File: src/design/power_guard_pkg.sv
// register map, field positions and reset values of the power enable bank
// assumes registers are reached over the two-wire control port only
package power_guard_pkg;

  // seven-bit bus address of the device; value is arbitrary
  localparam logic [6:0] BUS_DEV_ADDR = 7'h36;

  localparam logic [7:0] POWER_CONTROL_TWO_OFS   = 8'h02;
  localparam logic [7:0] POWER_CONTROL_THREE_OFS = 8'h03;
  localparam logic [7:0] ANTIPOP_BIAS_CONTROL_OFS = 8'h39;
  localparam logic [7:0] SEQUENCER_CONTROL_OFS   = 8'h46;
  localparam logic [7:0] CHARGE_PUMP_CONTROL_OFS = 8'h4c;
  localparam logic [7:0] DC_SERVO_CONTROL_OFS    = 8'h54;

  localparam int OVERTEMP_FLAG_BIT       = 15;
  localparam int TEMP_SENSOR_EN_BIT      = 14;
  localparam int OVERTEMP_OUTPUT_CUT_BIT = 13;
  localparam int INPUT2_NEG_GAIN_EN_BIT  = 4;
  localparam int SPK_GAIN_STAGE_EN_BIT   = 8;
  localparam int HP_LEFT_MIXER_EN_BIT    = 5;
  localparam int HP_RIGHT_MIXER_EN_BIT   = 4;
  localparam int SPK_MIXER_EN_BIT        = 3;
  localparam int STARTUP_BIAS_EN_BIT     = 2;
  localparam int WRITE_SEQUENCER_EN_BIT  = 8;
  localparam int CHARGE_PUMP_EN_BIT      = 15;
  localparam int DC_SERVO_LEFT_EN_BIT    = 1;
  localparam int DC_SERVO_RIGHT_EN_BIT   = 0;

  localparam logic TEMP_SENSOR_EN_RST      = 1'b1;
  localparam logic OVERTEMP_OUTPUT_CUT_RST = 1'b1;
  localparam logic ENABLE_RST              = 1'b0;

  // bits per byte on the control port, counted including the last one
  localparam logic [3:0] BYTE_BITS = 4'h8;

  typedef enum logic [3:0] {
    ST_IDLE      = 4'h0,
    ST_DEV_ADDR  = 4'h1,
    ST_DEV_ACK   = 4'h3,
    ST_REG_ADDR  = 4'h2,
    ST_REG_ACK   = 4'h6,
    ST_WR_HI     = 4'h7,
    ST_WR_HI_ACK = 4'h5,
    ST_WR_LO     = 4'h4,
    ST_WR_LO_ACK = 4'hc,
    ST_RD_HI     = 4'hd,
    ST_RD_HI_ACK = 4'hf,
    ST_RD_LO     = 4'he,
    ST_RD_LO_ACK = 4'ha
  } port_state_t;

endpackage

File: src/design/power_guard.sv
// power enable register bank with thermal guard behind a two-wire control port
// assumes SCL/SDA and the sensor comparator are asynchronous pins; the
// speaker request comes from logic on SYS_CLK; SDA is open drain outside
`timescale 1ns/1ns
`default_nettype none
module power_guard (
  input  wire logic SYS_CLK,
  input  wire logic RST,
  input  wire logic SCL_IN,
  input  wire logic SDA_IN,
  output logic      SDA_OUT,
  output logic      SDA_OE,
  input  wire logic OVERTEMP_DET,
  input  wire logic SPK_OUT_REQ,
  output logic      SPK_OUT_POS_EN,
  output logic      SPK_OUT_NEG_EN,
  output logic      OVERTEMP_FLAG,
  output logic      TEMP_SENSOR_EN,
  output logic      INPUT2_NEG_GAIN_EN,
  output logic      SPK_GAIN_STAGE_EN,
  output logic      HP_LEFT_MIXER_EN,
  output logic      HP_RIGHT_MIXER_EN,
  output logic      SPK_MIXER_EN,
  output logic      STARTUP_BIAS_EN,
  output logic      WRITE_SEQUENCER_EN,
  output logic      CHARGE_PUMP_EN,
  output logic      DC_SERVO_LEFT_EN,
  output logic      DC_SERVO_RIGHT_EN
);
  import power_guard_pkg::*;
  typedef struct packed {
    logic [2:0]  scl_sync;
    logic [2:0]  sda_sync;
    logic [2:0]  det_sync;
    logic        scl_f;
    logic        sda_f;
    logic        det_f;
    port_state_t state;
    logic [3:0]  cnt;
    logic [7:0]  shift;
    logic        rw;
    logic [7:0]  ptr;
    logic [7:0]  data_hi;
    logic        sda_drive;
    logic        flag;
    logic        spk_drv;
    logic        temp_sensor_en;
    logic        overtemp_output_cut;
    logic        input2_neg_gain_en;
    logic        spk_gain_stage_en;
    logic        hp_left_mixer_en;
    logic        hp_right_mixer_en;
    logic        spk_mixer_en;
    logic        startup_bias_en;
    logic        write_sequencer_en;
    logic        charge_pump_en;
    logic        dc_servo_left_en;
    logic        dc_servo_right_en;
  } guard_state_t;
  localparam guard_state_t STATE_RST = '{
    scl_sync: 3'h7, sda_sync: 3'h7, det_sync: 3'h0,
    scl_f: 1'b1, sda_f: 1'b1, det_f: 1'b0,
    state: ST_IDLE, cnt: 4'h0, shift: 8'h00, rw: 1'b0,
    ptr: 8'h00, data_hi: 8'h00, sda_drive: 1'b0,
    flag: 1'b0, spk_drv: 1'b0,
    temp_sensor_en: TEMP_SENSOR_EN_RST,
    overtemp_output_cut: OVERTEMP_OUTPUT_CUT_RST,
    input2_neg_gain_en: ENABLE_RST, spk_gain_stage_en: ENABLE_RST,
    hp_left_mixer_en: ENABLE_RST, hp_right_mixer_en: ENABLE_RST,
    spk_mixer_en: ENABLE_RST, startup_bias_en: ENABLE_RST,
    write_sequencer_en: ENABLE_RST, charge_pump_en: ENABLE_RST,
    dc_servo_left_en: ENABLE_RST, dc_servo_right_en: ENABLE_RST
  };
  guard_state_t s_reg;
  guard_state_t s_next;
  ////////////////////////////////////////////////////////////////////////////
  always_comb begin
    logic        scl_new;
    logic        sda_new;
    logic        scl_rise;
    logic        scl_fall;
    logic        start_cond;
    logic        stop_cond;
    logic        wr_en;
    logic [15:0] wr_data;
    logic [15:0] rd_word;
    logic [7:0]  shifted;
    s_next     = s_reg;
    wr_en      = 1'b0;
    wr_data    = {s_reg.data_hi, s_reg.shift};
    shifted    = {s_reg.shift[6:0], 1'b0};
    rd_word    = 16'h0000;
    // three-stage pin filters, second and third stage must agree
    scl_new    = (s_reg.scl_sync[1] == s_reg.scl_sync[2]) ? s_reg.scl_sync[2] : s_reg.scl_f;
    sda_new    = (s_reg.sda_sync[1] == s_reg.sda_sync[2]) ? s_reg.sda_sync[2] : s_reg.sda_f;
    scl_rise   = scl_new & ~s_reg.scl_f;
    scl_fall   = ~scl_new & s_reg.scl_f;
    start_cond = s_reg.scl_f & scl_new & s_reg.sda_f & ~sda_new;
    stop_cond  = s_reg.scl_f & scl_new & ~s_reg.sda_f & sda_new;
    s_next.scl_sync = {s_reg.scl_sync[1:0], SCL_IN};
    s_next.sda_sync = {s_reg.sda_sync[1:0], SDA_IN};
    s_next.det_sync = {s_reg.det_sync[1:0], OVERTEMP_DET};
    s_next.det_f    = (s_reg.det_sync[1] == s_reg.det_sync[2]) ? s_reg.det_sync[2] : s_reg.det_f;
    s_next.scl_f    = scl_new;
    s_next.sda_f    = sda_new;
    // read-only status bit and the enable fields read back, other bits read zero
    unique case (s_reg.ptr)
      POWER_CONTROL_TWO_OFS: begin
        rd_word[OVERTEMP_FLAG_BIT]       = s_reg.flag;
        rd_word[TEMP_SENSOR_EN_BIT]      = s_reg.temp_sensor_en;
        rd_word[OVERTEMP_OUTPUT_CUT_BIT] = s_reg.overtemp_output_cut;
        rd_word[INPUT2_NEG_GAIN_EN_BIT]  = s_reg.input2_neg_gain_en;
      end
      POWER_CONTROL_THREE_OFS: begin
        rd_word[SPK_GAIN_STAGE_EN_BIT] = s_reg.spk_gain_stage_en;
        rd_word[HP_LEFT_MIXER_EN_BIT]  = s_reg.hp_left_mixer_en;
        rd_word[HP_RIGHT_MIXER_EN_BIT] = s_reg.hp_right_mixer_en;
        rd_word[SPK_MIXER_EN_BIT]      = s_reg.spk_mixer_en;
      end
      ANTIPOP_BIAS_CONTROL_OFS: rd_word[STARTUP_BIAS_EN_BIT]    = s_reg.startup_bias_en;
      SEQUENCER_CONTROL_OFS:    rd_word[WRITE_SEQUENCER_EN_BIT] = s_reg.write_sequencer_en;
      CHARGE_PUMP_CONTROL_OFS:  rd_word[CHARGE_PUMP_EN_BIT]     = s_reg.charge_pump_en;
      DC_SERVO_CONTROL_OFS: begin
        rd_word[DC_SERVO_LEFT_EN_BIT]  = s_reg.dc_servo_left_en;
        rd_word[DC_SERVO_RIGHT_EN_BIT] = s_reg.dc_servo_right_en;
      end
      default: rd_word = 16'h0000;
    endcase
    //////////////////////////////////////////////////////////////////////////
    // control port byte engine
    if (start_cond) begin
      s_next.state     = ST_DEV_ADDR;
      s_next.cnt       = 4'h0;
      s_next.sda_drive = 1'b0;
    end else if (stop_cond) begin
      s_next.state     = ST_IDLE;
      s_next.sda_drive = 1'b0;
    end else begin
      unique case (s_reg.state)
        ST_DEV_ADDR, ST_REG_ADDR, ST_WR_HI, ST_WR_LO: begin
          if (scl_rise) begin
            s_next.shift = {s_reg.shift[6:0], sda_new};
            s_next.cnt   = s_reg.cnt + 4'h1;
          end else if (scl_fall && s_reg.cnt == BYTE_BITS) begin
            s_next.cnt       = 4'h0;
            s_next.sda_drive = 1'b1;
            unique case (s_reg.state)
              ST_DEV_ADDR: begin
                if (s_reg.shift[7:1] == BUS_DEV_ADDR) begin
                  s_next.rw    = s_reg.shift[0];
                  s_next.state = ST_DEV_ACK;
                end else begin
                  s_next.sda_drive = 1'b0;
                  s_next.state     = ST_IDLE;
                end
              end
              ST_REG_ADDR: begin
                s_next.ptr   = s_reg.shift;
                s_next.state = ST_REG_ACK;
              end
              ST_WR_HI: begin
                s_next.data_hi = s_reg.shift;
                s_next.state   = ST_WR_HI_ACK;
              end
              default: begin
                wr_en        = 1'b1;
                s_next.state = ST_WR_LO_ACK;
              end
            endcase
          end
        end
        ST_DEV_ACK, ST_REG_ACK, ST_WR_HI_ACK, ST_WR_LO_ACK: begin
          if (scl_fall) begin
            s_next.sda_drive = 1'b0;
            unique case (s_reg.state)
              ST_DEV_ACK: begin
                if (s_reg.rw) begin
                  s_next.shift     = rd_word[15:8];
                  s_next.sda_drive = ~rd_word[15];
                  s_next.state     = ST_RD_HI;
                end else begin
                  s_next.state = ST_REG_ADDR;
                end
              end
              ST_REG_ACK: s_next.state = ST_WR_HI;
              ST_WR_HI_ACK: s_next.state = ST_WR_LO;
              default: s_next.state = ST_WR_HI;
            endcase
          end
        end
        ST_RD_HI, ST_RD_LO: begin
          if (scl_rise) begin
            s_next.cnt = s_reg.cnt + 4'h1;
          end else if (scl_fall) begin
            if (s_reg.cnt == BYTE_BITS) begin
              s_next.cnt       = 4'h0;
              s_next.sda_drive = 1'b0;
              s_next.state     = (s_reg.state == ST_RD_HI) ? ST_RD_HI_ACK : ST_RD_LO_ACK;
            end else begin
              s_next.shift     = shifted;
              s_next.sda_drive = ~shifted[7];
            end
          end
        end
        ST_RD_HI_ACK, ST_RD_LO_ACK: begin
          if (scl_rise && sda_new) begin
            s_next.state = ST_IDLE;
          end else if (scl_fall) begin
            s_next.shift     = (s_reg.state == ST_RD_HI_ACK) ? rd_word[7:0] : rd_word[15:8];
            s_next.sda_drive = (s_reg.state == ST_RD_HI_ACK) ? ~rd_word[7] : ~rd_word[15];
            s_next.state     = (s_reg.state == ST_RD_HI_ACK) ? ST_RD_LO : ST_RD_HI;
          end
        end
        default: begin
          s_next.state     = ST_IDLE;
          s_next.sda_drive = 1'b0;
        end
      endcase
    end
    //////////////////////////////////////////////////////////////////////////
    // enables move only on a completed word write
    if (wr_en) begin
      unique case (s_reg.ptr)
        POWER_CONTROL_TWO_OFS: begin
          s_next.temp_sensor_en      = wr_data[TEMP_SENSOR_EN_BIT];
          s_next.overtemp_output_cut = wr_data[OVERTEMP_OUTPUT_CUT_BIT];
          s_next.input2_neg_gain_en  = wr_data[INPUT2_NEG_GAIN_EN_BIT];
        end
        POWER_CONTROL_THREE_OFS: begin
          s_next.spk_gain_stage_en = wr_data[SPK_GAIN_STAGE_EN_BIT];
          s_next.hp_left_mixer_en  = wr_data[HP_LEFT_MIXER_EN_BIT];
          s_next.hp_right_mixer_en = wr_data[HP_RIGHT_MIXER_EN_BIT];
          s_next.spk_mixer_en      = wr_data[SPK_MIXER_EN_BIT];
        end
        ANTIPOP_BIAS_CONTROL_OFS: s_next.startup_bias_en    = wr_data[STARTUP_BIAS_EN_BIT];
        SEQUENCER_CONTROL_OFS:    s_next.write_sequencer_en = wr_data[WRITE_SEQUENCER_EN_BIT];
        CHARGE_PUMP_CONTROL_OFS:  s_next.charge_pump_en     = wr_data[CHARGE_PUMP_EN_BIT];
        DC_SERVO_CONTROL_OFS: begin
          s_next.dc_servo_left_en  = wr_data[DC_SERVO_LEFT_EN_BIT];
          s_next.dc_servo_right_en = wr_data[DC_SERVO_RIGHT_EN_BIT];
        end
        default: begin
        end
      endcase
    end
    s_next.flag    = s_reg.temp_sensor_en & s_reg.det_f;
    // flag already gated by sensor enable
    s_next.spk_drv = SPK_OUT_REQ & ~(s_reg.overtemp_output_cut & s_reg.flag);
  end
  always_ff @(posedge SYS_CLK or posedge RST) begin
    if (RST) begin
      s_reg <= STATE_RST;
    end else begin
      s_reg <= s_next;
    end
  end
  ////////////////////////////////////////////////////////////////////////////
  assign SDA_OUT            = 1'b0;
  assign SDA_OE             = s_reg.sda_drive;
  assign SPK_OUT_POS_EN     = s_reg.spk_drv;
  assign SPK_OUT_NEG_EN     = s_reg.spk_drv;
  assign OVERTEMP_FLAG      = s_reg.flag;
  assign TEMP_SENSOR_EN     = s_reg.temp_sensor_en;
  assign INPUT2_NEG_GAIN_EN = s_reg.input2_neg_gain_en;
  assign SPK_GAIN_STAGE_EN  = s_reg.spk_gain_stage_en;
  assign HP_LEFT_MIXER_EN   = s_reg.hp_left_mixer_en;
  assign HP_RIGHT_MIXER_EN  = s_reg.hp_right_mixer_en;
  assign SPK_MIXER_EN       = s_reg.spk_mixer_en;
  assign STARTUP_BIAS_EN    = s_reg.startup_bias_en;
  assign WRITE_SEQUENCER_EN = s_reg.write_sequencer_en;
  assign CHARGE_PUMP_EN     = s_reg.charge_pump_en;
  assign DC_SERVO_LEFT_EN   = s_reg.dc_servo_left_en;
  assign DC_SERVO_RIGHT_EN  = s_reg.dc_servo_right_en;
endmodule
`default_nettype wire

File: config.mk
export PLATFORM = sky130hd
export DESIGN_NAME = power_guard
export DESIGN_NICKNAME = d
export VERILOG_FILES = /design/src/design/power_guard_pkg.sv /design/src/design/power_guard.sv
export SDC_FILE = /design/constraint.sdc
export NUM_CORES = 1
export LEC_CHECK = 0
export BUFFER_PORTS_ARGS = -buffer_cell sky130_fd_sc_hd__buf_4
export CORE_ASPECT_RATIO = 0.8
export CORE_UTILIZATION = 30
export CTS_CLUSTER_DIAMETER = 60
export DETAILED_ROUTE_END_ITERATION = 12
export HOLD_SLACK_MARGIN = 0.02
export SLEW_MARGIN = 20
export SYNTH_ARGS = -nofsm -noshare
export SYNTH_HDL_FRONTEND = slang
export SYNTH_SLANG_ARGS = --single-unit
File: constraint.sdc
create_clock -name SYS_CLK -period 8.3 [get_ports SYS_CLK]
set_input_delay 2.49 -clock SYS_CLK [delete_from_list [all_inputs] [get_ports SYS_CLK]]
set_output_delay 2.49 -clock SYS_CLK [all_outputs]
set_load 0.05 [all_outputs]
==> flow_metrics.tcl <==
set metrics [dict create \
    status "finished, final reports clean" \
    synth.distinct_cells 67 \
    diodes 0 \
    drive_above_1_share_pct 26.2 \
    ir_drop_mv 0.0970 \
    yosys-top-cells-area "dfrtp_1 (37%), mux2_2 (12%), dfstp_2 (8.4%), ha_1 (2.0%), mux2i_1 (1.9%)" \
    ys_async_sr_fraction_pct 100 \
    grt_pass1_vias 2225 \
    clk_path_buf_depth 2 \
    place_ws_ns 5.07 \
    dp_hpwl_um 5160 \
    clk_pin_slew_ns 0.08 \
    synth-seq-cells 56 \
    final_hold_viol_count 0 \
    start_kind "register" \
    required_ns 5.81 \
    grt_pass1_wl_um 12100 \
    fp.dieW_um 116 \
    fin_skew_ns 0.00870 \
    yosysTopAreaCellShare_pct 36.6 \
    fmax_mhz 283 \
    synthesis.nets 304 \
    min_from "s_next[55]$_DFF_PP1_" \
    largest_reg_flops 36 \
    worst_path_max_delay_cell "dfstp_2" \
    syn_area_um2 3140 \
    dr.pass1.iters 4 \
    fp.dieArea_um2 10900 \
    whs_path_depth 0 \
    post-route-period-util_pct 42.6 \
    grt_setup_unrepaired "no" \
    cp_slowest_stage_delay_ns 0.56 \
    holdWs_ns 0.358 \
    cts_setup_buffers 0 \
    crit_start "TEMP_SENSOR_EN$_DFFE_PP1P_" \
    die_h_um 93.5 \
    drtIter0Drc 164 \
    antenna_found_initial 0 \
    wl_per_cell_um 16.4 \
    r2r_start "s_reg[50]$_DFF_PP1_" \
    path_class "register to output pin" \
    grt_max_degree 57 \
    cts_max_level 2 \
    tightest_slew_ns 1.01 \
    slew_violations 0 \
    drc_errors 0 \
    cts_hold_buf 0 \
    avgSynthCellArea_um2 10.7 \
    crit_path_cell_trace "buf_4" \
    routed_wirelength_um 7290 \
    clk_latency_ns 0.30 \
    end_kind "output pin" \
    vias_per_cell 5.27 \
    worst-r2r-cell-count 8 \
    p_per_area_nw_per_um2 162 \
    holdCritPathClass "register to register" \
    synthCells 293 \
    fin_ws_ns 4.77 \
    cts_root_buf "clkbuf_16" \
    leakage_nw 1.53 \
    ant_nets 0 \
    gr-total-overflow 0 \
    vias 2344 \
    coreArea_um2 10200 \
    io_pins 22 \
    cts_tree "built" \
    cts_resized 0 \
    yosysSeqAreaShare_pct 45.0 \
    path_buf_inv 1 \
    drv_cap 0 \
    finalSetupViolations 0 \
    r2r-end "s_reg[39]$_DFFE_PP0P_" \
    min_to "s_next[56]$_DFF_PP1_" \
    nets 315 \
    r2r_setup_slack_ns 5.19 \
    critPathMaxFanout 4 \
    crit_family "flip-flops" \
    ys_warn_count 0 \
    relSlewSlack_pct 32.7 \
    min_period_ns 3.53 \
    gp_congestion 0.856 \
    synth_edf_count 0 \
    area_growth_pct 13.5 \
    start_util_pct 30.8 \
    synth-main-ff-cell "dfrtp_1" \
    io_buffers 20 \
    numCtsBuffers 5 \
    arrival_ns 1.04 \
    synth_area_leader_cell "dfrtp_1" \
    cts_sinks 56 \
    grt_util_all_layers_pct 14.4 \
    fin_setup_tns_ns 0 \
    row_count 33 \
]
==> layer usage <==
metal	share of wire [%]	wire length (um)	vias to the layer above	GRT usage [%]
li1	-	-	1114	-
met1	51	3700	1164	22.9
met2	43	3140	64	20.1
met3	5.5	404	2	1.88
met4	0.55	40	0	3.74
met5	0	0	-	0
==> cells in the final DEF (no fill, tap or decap), types with 3 or more instances in the layout <==
| master | netlist | routed |
|---|---|---|
| a211oi_1 | 3 | 3 |
| a21o_1 | 3 | 3 |
| a21oi_1 | 10 | 10 |
| a22o_1 | 4 | 4 |
| a31oi_1 | 5 | 5 |
| a32o_1 | 4 | 4 |
| and2_1 | 4 | 4 |
| and3_1 | 3 | 3 |
| and3b_1 | 3 | 3 |
| buf_4 | 2 | 21 |
| clkbuf_16 | 0 | 5 |
| dfrtp_1 | 46 | 46 |
| dfstp_2 | 10 | 10 |
| ha_1 | 5 | 5 |
| inv_1 | 12 | 11 |
| mux2_2 | 34 | 34 |
| mux2i_1 | 6 | 6 |
| nand2_1 | 16 | 16 |
| nand2b_1 | 5 | 5 |
| nand3_1 | 8 | 8 |
| nand3b_1 | 3 | 3 |
| nor2_1 | 12 | 12 |
| nor2b_1 | 5 | 5 |
| nor3_1 | 10 | 10 |
| nor3b_1 | 5 | 5 |
| o21ai_0 | 10 | 10 |
| xor2_1 | 3 | 3 |
==> worst max-delay path by stage <==
stage | slack, ns | cells after the start | end
floorplan | 4.46 | 1 | CHARGE_PUMP_EN$_DFFE_PP0P_
global placement | 5.07 | 3 | DC_SERVO_RIGHT_EN$_DFFE_PP0P_
detailed placement | 5.07 | 3 | DC_SERVO_RIGHT_EN$_DFFE_PP0P_
CTS | 4.77 | 1 | TEMP_SENSOR_EN
global route | 4.74 | 1 | TEMP_SENSOR_EN
finish | 4.77 | 1 | TEMP_SENSOR_EN
==> cells by family after synthesis <==
group                    after synthesis  synth area share, %
buffers and inverters                 29                 4.02
flip-flops                            56                 45.0
adder cells (fa/ha/maj)                7                 2.63
AND/OR/NAND/NOR                       88                 15.7
other                                  1                0.119
XOR/XNOR                               6                 2.59
AO/OA/AOI/OAI                         66                 15.9
multiplexers                          40                 14.1
==> synthesized netlist by cell type, types with 2 or more instances <==
master / instances
buf_2: 8
o21ai_0: 10
nor4_1: 2
nand2b_1: 5
mux2i_1: 6
mux2_2: 34
a21o_1: 3
a211oi_1: 3
nand2_1: 16
a32o_1: 4
a22oi_1: 2
xor2_1: 3
nor3_1: 10
and3_1: 3
dfstp_2: 10
o211ai_1: 2
clkbuf_1: 6
dfrtp_1: 46
a22o_1: 4
nor2b_1: 5
ha_1: 5
nand4_1: 2
a32oi_1: 2
or3_1: 2
nor2_1: 12
buf_4: 2
a31oi_1: 5
nor3b_1: 5
and3b_1: 3
o32ai_1: 2
a21oi_1: 10
nor4bb_1: 2
and2_1: 4
nand3b_1: 3
nand3_1: 8
maj3_1: 2
inv_1: 12
==> through the flow <==
stage	util, %	cell area (um2)	power (W)	std cells
final	35.0	3560	0.000577	445
after detailed placement	33.3	3390	0.000335	437
after CTS	35.0	3560	0.000580	445
after global placement	33.3	3390	0.000333	437
after floorplan	-	3140	0.000323	293
after global routing	35.0	3560	0.000596	445
==> layout make-up <==
| class | count | area [um2] |
|---|---|---|
| Clock buffer | 5 | 125 |
| Clock inverter | 3 | 46.3 |
| Fill cell | 1038 | 6630 |
| Inverter | 12 | 45.0 |
| Multi-Input combinational cell | 208 | 1600 |
| Sequential cell | 56 | 1410 |
| Tap cell | 140 | 175 |
| Timing Repair Buffer | 21 | 158 |
==> report_power, final <==
group | internal, W | leakage (nW) | switching (W)
Combinational | 0.0000159 | 0.710 | 0.0000246
Sequential | 0.000282 | 0.735 | 0.00000752
Clock | 0.000144 | 0.0857 | 0.000103
Note: power is estimated with default switching activity, not from simulation.
